[src/pkg/pwrseq_map.vh]
// constants for the power key sequencer
`ifndef PWRSEQ_MAP_VH
`define PWRSEQ_MAP_VH
`define CLK_HZ 10000000
`define ON_HOLD_MS 500
`define OFF_HOLD_MS 650
`define CYC_PER_MS (`CLK_HZ / 1000)
`define ON_HOLD_CYC (`ON_HOLD_MS * `CYC_PER_MS)
`define OFF_HOLD_CYC (`OFF_HOLD_MS * `CYC_PER_MS)
`define SHUT_MS 10
`define SHUT_CYC (`SHUT_MS * `CYC_PER_MS)
`define BOOT_MS 10
`define BOOT_CYC (`BOOT_MS * `CYC_PER_MS)
`define ST_OFF 3'h0
`define ST_BOOT 3'h1
`define ST_RUN 3'h2
`define ST_SHUT 3'h3
`define ST_DL 3'h4
`define ST_WAITREL 3'h5
`endif

[src/hw/low_timer.v]
// counts continuous cycles of a low level and flags two thresholds
`timescale 1ns/1ns
module low_timer #(
  parameter WIDTH = 24
) (
  input wire clk,
  input wire rst,
  input wire level_n,
  input wire [WIDTH-1:0] thr_a,
  input wire [WIDTH-1:0] thr_b,
  output wire reached_a,
  output wire reached_b,
  output wire held
);
  reg [WIDTH-1:0] cnt_reg;
  // count while low, restart on any high; saturate
  always @(posedge clk or posedge rst) begin
    if (rst) begin
      cnt_reg <= {WIDTH{1'b0}};
    end else if (level_n) begin
      cnt_reg <= {WIDTH{1'b0}};
    end else if (cnt_reg != {WIDTH{1'b1}}) begin
      cnt_reg <= cnt_reg + {{(WIDTH-1){1'b0}}, 1'b1};
    end
  end
  assign reached_a = (cnt_reg >= thr_a);
  assign reached_b = (cnt_reg >= thr_b);
  assign held = ~level_n;
endmodule

[src/hw/power_key_sequencer.v]
// power key, restart and boot strap sequencing of the module
// Notes on behaviour
// - a key low for at least 500 ms while powered down starts the module.
// - a key held low at least 650 ms then released starts shutdown.
// - a software power-down command runs the same orderly shutdown.
// - if the key is low during command shutdown, shutdown waits until the key is released.
// - with the key tied low since power-up the command is ignored.
// - a hard restart needs the key pulled low while restart is already low.
// - a high boot strap sampled before turn-on selects download mode.
// - firmware upgrade over usb is allowed only in download mode.
// - the usb port is device only and offers high and full speed.
// - usb carries satellite sentences only in the integrated arrangement.
// - integrated arrangement switches the satellite supply internally.
`timescale 1ns/1ns
`include "pwrseq_map.vh"
module power_key_sequencer #(
  parameter CNT_W = 24,
  parameter ON_HOLD_CYC = `ON_HOLD_CYC,
  parameter OFF_HOLD_CYC = `OFF_HOLD_CYC,
  parameter SHUT_CYC = `SHUT_CYC,
  parameter BOOT_CYC = `BOOT_CYC
) (
  input wire CLOCK,
  input wire SYS_RST,
  input wire POWER_KEY_N,
  input wire RESTART_N,
  input wire BOOT_STRAP,
  input wire POWER_DOWN_COMMAND,
  input wire INTEGRATED_MODE,
  input wire UPGRADE_REQ,
  output reg IO_RAIL_OUT,
  output reg POWERED,
  output reg DOWNLOAD_MODE,
  output reg SHUTDOWN_DONE,
  output reg RESTART_PULSE,
  output reg UPGRADE_GRANT,
  output reg UPGRADE_REFUSED,
  output wire USB_DEVICE_ONLY,
  output wire USB_HS_CAPABLE,
  output wire USB_FS_CAPABLE,
  output reg USB_GNSS_SENTENCES_EN,
  output reg GNSS_SUPPLY_EN
);
  localparam [CNT_W-1:0] ON_THR = ON_HOLD_CYC[CNT_W-1:0];
  localparam [CNT_W-1:0] OFF_THR = OFF_HOLD_CYC[CNT_W-1:0];
  localparam [CNT_W-1:0] SHUT_THR = SHUT_CYC[CNT_W-1:0];
  localparam [CNT_W-1:0] BOOT_THR = BOOT_CYC[CNT_W-1:0];

  // one step of a cycle timer, kept at the timer width
  function [CNT_W-1:0] inc_cnt;
    input [CNT_W-1:0] value;
    begin
      inc_cnt = value + {{(CNT_W-1){1'b0}}, 1'b1};
    end
  endfunction

  // sequencer state and its cycle timer
  reg [2:0] state_reg;
  reg [2:0] state_next;
  reg [CNT_W-1:0] tmr_reg;
  reg [CNT_W-1:0] tmr_next;
  // boot strap captured while off, and the tied key flag
  reg strap_reg;
  reg strap_next;
  reg tied_reg;
  reg tied_next;
  // key history used by the tied test and the edge detectors
  reg key_seen_high_reg;
  reg key_prev_reg;
  reg restart_arm_reg;
  reg off_hold_reg;
  // set when the running shutdown came from the command
  reg cmd_shut_reg;
  reg cmd_shut_next;
  // timer flags and key edges
  wire on_reached;
  wire off_reached;
  wire key_low;
  wire key_fall;
  wire key_rise;
  // next-state decodes shared by the output registers
  wire next_off;
  wire next_boot;
  wire next_run;
  wire next_dl;

  // continuous low time of the power key
  low_timer #(
    .WIDTH(CNT_W)
  ) u_key_timer (
    .clk(CLOCK),
    .rst(SYS_RST),
    .level_n(POWER_KEY_N),
    .thr_a(ON_THR),
    .thr_b(OFF_THR),
    .reached_a(on_reached),
    .reached_b(off_reached),
    .held(key_low)
  );

  assign key_fall = key_prev_reg & ~POWER_KEY_N;
  assign key_rise = ~key_prev_reg & POWER_KEY_N;

  // decode the coming state once for all outputs
  assign next_off = (state_next == `ST_OFF);
  assign next_boot = (state_next == `ST_BOOT);
  assign next_run = (state_next == `ST_RUN);
  assign next_dl = (state_next == `ST_DL);

  // usb capabilities are fixed
  assign USB_DEVICE_ONLY = 1'b1;
  assign USB_HS_CAPABLE = 1'b1;
  assign USB_FS_CAPABLE = 1'b1;

  // edge history, key-high history and restart arming
  always @(posedge CLOCK or posedge SYS_RST) begin
    if (SYS_RST) begin
      key_prev_reg <= 1'b1;
      key_seen_high_reg <= 1'b0;
      restart_arm_reg <= 1'b0;
    end else begin
      key_prev_reg <= POWER_KEY_N;
      if (POWER_KEY_N) begin
        key_seen_high_reg <= 1'b1;
      end
      // restart must be low before the key falls
      restart_arm_reg <= ~RESTART_N;
    end
  end

  // sequencer next state
  always @* begin
    state_next = state_reg;
    tmr_next = tmr_reg;
    strap_next = strap_reg;
    tied_next = tied_reg;
    cmd_shut_next = cmd_shut_reg;
    case (state_reg)
      // powered down: wait for a long enough key press
      `ST_OFF: begin
        tmr_next = {CNT_W{1'b0}};
        cmd_shut_next = 1'b0;
        // strap sampled while still powered down
        strap_next = BOOT_STRAP;
        if (on_reached) begin
          // key never released since reset means tied low
          tied_next = ~key_seen_high_reg;
          state_next = `ST_BOOT;
        end
      end
      // fixed boot time before any mode is entered
      `ST_BOOT: begin
        tmr_next = inc_cnt(tmr_reg);
        if (tmr_reg >= BOOT_THR) begin
          tmr_next = {CNT_W{1'b0}};
          state_next = `ST_WAITREL;
        end
      end
      `ST_WAITREL: begin
        // the turn-on press must end before a turn-off can count
        if (!key_low || tied_reg) begin
          state_next = strap_reg ? `ST_DL : `ST_RUN;
        end
      end
      // running: restart, key turn-off or command turn-off
      `ST_RUN, `ST_DL: begin
        if (key_fall && restart_arm_reg) begin
          state_next = `ST_BOOT;
          tmr_next = {CNT_W{1'b0}};
          strap_next = BOOT_STRAP;
        end else if (key_rise && off_hold_reg) begin
          state_next = `ST_SHUT;
          cmd_shut_next = 1'b0;
        end else if (POWER_DOWN_COMMAND && !tied_reg) begin
          state_next = `ST_SHUT;
          cmd_shut_next = 1'b1;
        end
      end
      // orderly shutdown, stalled by a low key after a command
      `ST_SHUT: begin
        if (cmd_shut_reg && key_low) begin
          // key low stalls a command shutdown
          tmr_next = {CNT_W{1'b0}};
        end else begin
          tmr_next = inc_cnt(tmr_reg);
        end
        if (tmr_reg >= SHUT_THR) begin
          tmr_next = {CNT_W{1'b0}};
          state_next = `ST_OFF;
        end
      end
      default: begin
        state_next = `ST_OFF;
      end
    endcase
  end

  // remembers that the key reached the turn-off hold during this press
  always @(posedge CLOCK or posedge SYS_RST) begin
    if (SYS_RST) begin
      off_hold_reg <= 1'b0;
    end else if (POWER_KEY_N) begin
      off_hold_reg <= 1'b0;
    end else if (off_reached) begin
      off_hold_reg <= 1'b1;
    end
  end

  // state registers
  always @(posedge CLOCK or posedge SYS_RST) begin
    if (SYS_RST) begin
      state_reg <= `ST_OFF;
      tmr_reg <= {CNT_W{1'b0}};
      strap_reg <= 1'b0;
      tied_reg <= 1'b0;
      cmd_shut_reg <= 1'b0;
    end else begin
      state_reg <= state_next;
      tmr_reg <= tmr_next;
      strap_reg <= strap_next;
      tied_reg <= tied_next;
      cmd_shut_reg <= cmd_shut_next;
    end
  end

  // rail and mode outputs follow the coming state
  always @(posedge CLOCK or posedge SYS_RST) begin
    if (SYS_RST) begin
      IO_RAIL_OUT <= 1'b0;
      POWERED <= 1'b0;
      DOWNLOAD_MODE <= 1'b0;
    end else begin
      IO_RAIL_OUT <= ~next_off;
      POWERED <= next_run | next_dl;
      DOWNLOAD_MODE <= next_dl;
    end
  end

  // shutdown completion and restart marker
  always @(posedge CLOCK or posedge SYS_RST) begin
    if (SYS_RST) begin
      SHUTDOWN_DONE <= 1'b0;
      RESTART_PULSE <= 1'b0;
    end else begin
      // high while off after a completed shutdown, safe to cut supply
      if (state_reg == `ST_SHUT && next_off) begin
        SHUTDOWN_DONE <= 1'b1;
      end else if (!next_off) begin
        SHUTDOWN_DONE <= 1'b0;
      end
      // a restart is a jump back to boot from a running mode
      RESTART_PULSE <= (state_reg != `ST_BOOT) &&
        (state_reg != `ST_OFF) && next_boot;
    end
  end

  // upgrade answer, refused outside download mode
  always @(posedge CLOCK or posedge SYS_RST) begin
    if (SYS_RST) begin
      UPGRADE_GRANT <= 1'b0;
      UPGRADE_REFUSED <= 1'b0;
    end else begin
      UPGRADE_GRANT <= UPGRADE_REQ && next_dl;
      UPGRADE_REFUSED <= UPGRADE_REQ && !next_dl;
    end
  end

  // satellite outputs exist only in the integrated arrangement
  always @(posedge CLOCK or posedge SYS_RST) begin
    if (SYS_RST) begin
      USB_GNSS_SENTENCES_EN <= 1'b0;
      GNSS_SUPPLY_EN <= 1'b0;
    end else begin
      // sentences only while running normally
      USB_GNSS_SENTENCES_EN <= INTEGRATED_MODE && next_run;
      // supply switched inside while powered in any mode
      GNSS_SUPPLY_EN <= INTEGRATED_MODE && (next_run || next_dl);
    end
  end
endmodule

[config.mk]
export PLATFORM = sky130hd
export DESIGN_NAME = power_key_sequencer
export DESIGN_NICKNAME = d
export VERILOG_FILES = /design/src/hw/low_timer.v /design/src/hw/power_key_sequencer.v
export VERILOG_INCLUDE_DIRS = /design/src /design/src/pkg
export SDC_FILE = /design/constraint.sdc
export NUM_CORES = 1
export LEC_CHECK = 0
export BUFFER_PORTS_ARGS = -buffer_cell sky130_fd_sc_hd__buf_2
export CAP_MARGIN = 15
export CORE_MARGIN = 2
export CORE_UTILIZATION = 41
export DETAILED_ROUTE_END_ITERATION = 10
export SKIP_CTS_REPAIR_TIMING = 1
export SYNTH_ARGS = -nofsm -noshare
export SYNTH_HDL_FRONTEND = slang
export SYNTH_SLANG_ARGS = --single-unit
[constraint.sdc]
create_clock -name CLOCK -period 4.85 [get_ports CLOCK]
set_input_delay 0.7275 -clock CLOCK [delete_from_list [all_inputs] [get_ports CLOCK]]
set_output_delay 0.7275 -clock CLOCK [all_outputs]
set_load 0.01 [all_outputs]
==> flow_summary.json <==
{
  "cell_type_with_the_largest_total_area_after_synthesis": "dfrtp_1",
  "synth.top_cell.area_share": 0.469,
  "proportion_of_power_drawn_by_combinational_gates": 0.106,
  "clock_latency_ns": 0.33,
  "rsz0062_at_grt": "false",
  "numClockSinks": 67,
  "clk_root_buffer_cell": "clkbuf_8",
  "biggest_fanout_along_the_worst_timing_path": 32,
  "setup-violations-final": 0,
  "finalCriticalPeriod_ns": 2.34,
  "nFillCells": 795,
  "tritoncts": "done",
  "grt_remaining_overflow": 0,
  "max_freq_mhz": 427,
  "grt_max_degree": 68,
  "via_count": 2730,
  "ir_worst_vdd_mv": 0.148,
  "routabilityCongestion": 0.766,
  "initialDrtViolationCount": 256,
  "gr-usage-all-layers": 0.161,
  "worstMarginPinSlew_ns": 0.830,
  "detail_route.wl_per_cell_microns": 13.8,
  "layout.cells.most_common_list": "dfrtp_1 (66), nor2_1 (57), nand2_1 (32)",
  "switching_power_summed_over_all_nets_uw": 318,
  "synthesis.yosys.warnings": 0,
  "finalClockSkew_ns": 0.00806,
  "clock_power_share": 0.368,
  "std_cell_rows": 33,
  "seq_power_share": 0.526,
  "setup.worst_path.end_class": "flop",
  "antenna_found_initial": 0,
  "insertedDiodeCount": 0,
  "layout_commonest_cell": "dfrtp_1",
  "floorplan.initialDensity": 0.426,
  "port_buffers": 16,
  "multiInputGateArea_sq_um": 1720,
  "areaGrowthSynthToFinish_pct": 9.67,
  "timing.slew.headroom": 0.447,
  "ff_latch_area_sq_um": 1680,
  "criticalPathCategory": "in -> reg",
  "grt_pass1_wl_microns": 12500,
  "report.final.slew_viol_count": 0,
  "status": "complete, no violations",
  "timing.final.crit_share": 0.483,
  "synth_cell_type_count": 58,
  "drt-pass1-iter-count": 4,
  "ctsLongestPathBuffers": 2,
  "ys.flop_type": "dfrtp_1",
  "synth_seq_cells": 67,
  "ant_nets": 0,
  "drive_above_1_share": 0.110,
  "synth_edf_count": 0,
  "dominant_cells_by_area_after_synthesis": "dfrtp_1 (47%), nor2_1 (6.1%), xnor2_1 (4.0%)",
  "switching_share": 0.259,
  "die_x_microns": 96.7,
  "area_of_the_core_sq_um": 8260,
  "worstPathArrival_ns": 2.60,
  "tns_ns": 0,
  "startpoint_type": "input pin",
  "design.final.nets": 407,
  "place.detailed.hpwl_microns": 4620,
  "vertical_die_dimension_microns": 96.7,
  "clk_transition_reported_paths_ns": 0.07,
  "hold_slack_ns": 0.478,
  "hold_viol": 0,
  "cellInternalPower_uw": 907,
  "synth.cell_area_sq_um": 3520,
  "htree_num_levels": 3,
  "p_per_area_nw_per_um2": 317,
  "postSynthAreaPerCell_sq_um": 9.29,
  "critical_path_required_ns": 5.11,
  "drv_cap": 0,
  "async_reset_ff_frac": 1.00,
  "die-area_sq_um": 9350,
  "remaining_drc_errors": 0,
  "synth.yosys.seq_area_share": 0.477,
  "timing.hold.worst.class": "reg -> reg",
  "totalWireLength_microns": 6980,
  "via_count_of_the_first_global_routing_pass": 2612,
  "io_pins": 20,
  "numCtsBuffers": 9,
  "post_drt_via_cell_ratio": 5.41,
  "synth_cells": 379,
  "p_leak_uw": 0.00176
}
## cell type report
cell class / count / share of cell area
multi-input cells: 286 / 0.446
flip-flops and latches: 67 / 0.435
clock buffers: 13 / 0.0386
well taps: 105 / 0.0340
repair buffers: 17 / 0.0227
inverters: 14 / 0.0136
clock inverters: 3 / 0.0104
## stage by stage
| stage | area, sq um | util | std cells | setup WS [ns] | total power, uW |
|---|---|---|---|---|---|
| 4_1_cts | 3860 | 0.468 | 505 | 2.54 | 1240 |
| 6_report | 3860 | 0.468 | 505 | 2.51 | 1220 |
| 5_1_grt | 3860 | 0.468 | 505 | 2.31 | 1300 |
| 2_1_floorplan | 3530 | - | 381 | 2.44 | 750 |
| 3_3_place_gp | 3670 | 0.445 | 489 | 2.22 | 780 |
| 3_5_place_dp | 3670 | 0.445 | 489 | 2.20 | 784 |
## metal layers
metal  vias to the layer above  share of wire  global-route usage
li1                       1348              -                   -
met5                         -              0                   0
met1                      1325           0.49               0.226
met3                         8          0.034              0.0419
met2                        49           0.46               0.246
met4                         0         0.0099              0.0455
## power groups by stage
stage,clock network (uW),registers (uW),logic (uW)
after floorplan,0,643,107
after global placement,0,652,128
after detailed placement,0,653,131
after CTS,467,643,132
after global routing,496,651,155
final,451,644,130
## worst max-delay path, stage by stage
cell and delay [ns]:
buf_2 0.44, and3b_1 0.33, o311ai_1 0.31, a21oi_1 0.13
nor3_1 0.32, o2111ai_1 0.20, nor2_1 0.12
## logic make-up after synthesis
logic type | count (synthesis) | share of synthesized area
and+or+nand+nor | 181 | 0.260
buffers and inverters | 28 | 0.0362
adders and majority gates | 5 | 0.0171
AOI/OAI and AO/OA | 65 | 0.129
muxes | 2 | 0.00569
other | 1 | 0.00107
xor gates and xnor gates | 30 | 0.0746
DFF | 67 | 0.477
## Yosys cell counts, types with 2 or more instances
cell type and n:
and3_1 9, o311ai_1 2, nor4_1 2, inv_1 14, nor2_1 57, xor2_1 14, o211ai_1 2, nand4_1 9
nor3b_1 3, xnor2_1 16, and4_1 3, mux2i_1 2, a21oi_1 18, nand3_1 19, buf_2 3, nor3_1 13
clkbuf_1 7, a31oi_1 6, dfrtp_1 66, o21a_1 2, or3_1 3, o31ai_1 2, a21o_1 3, a41oi_1 3
nor2b_1 5, and2_1 9, ha_1 4, nand2_1 32, or2_2 4, o21ai_0 11, buf_4 3, o2111ai_1 4
and3b_1 4
## worst paths after layout
path                                          endpoint  slack (ns)               from  depth (start not counted)
worst max-delay path                     SHUTDOWN_DONE        2.51        POWER_KEY_N                          7
max in group asynchronous                   tmr_reg[6]        3.68            SYS_RST                          3
worst min-delay path                 key_seen_high_reg        0.48  key_seen_high_reg                          1
min in group asynchronous       u_key_timer.cnt_reg[0]        0.63            SYS_RST                          3
worst min register to register       key_seen_high_reg        0.48  key_seen_high_reg                          1
worst max register to register             tmr_reg[15]        2.74       state_reg[0]                          6
No activity file was read; power rests on OpenSTA's default activity.
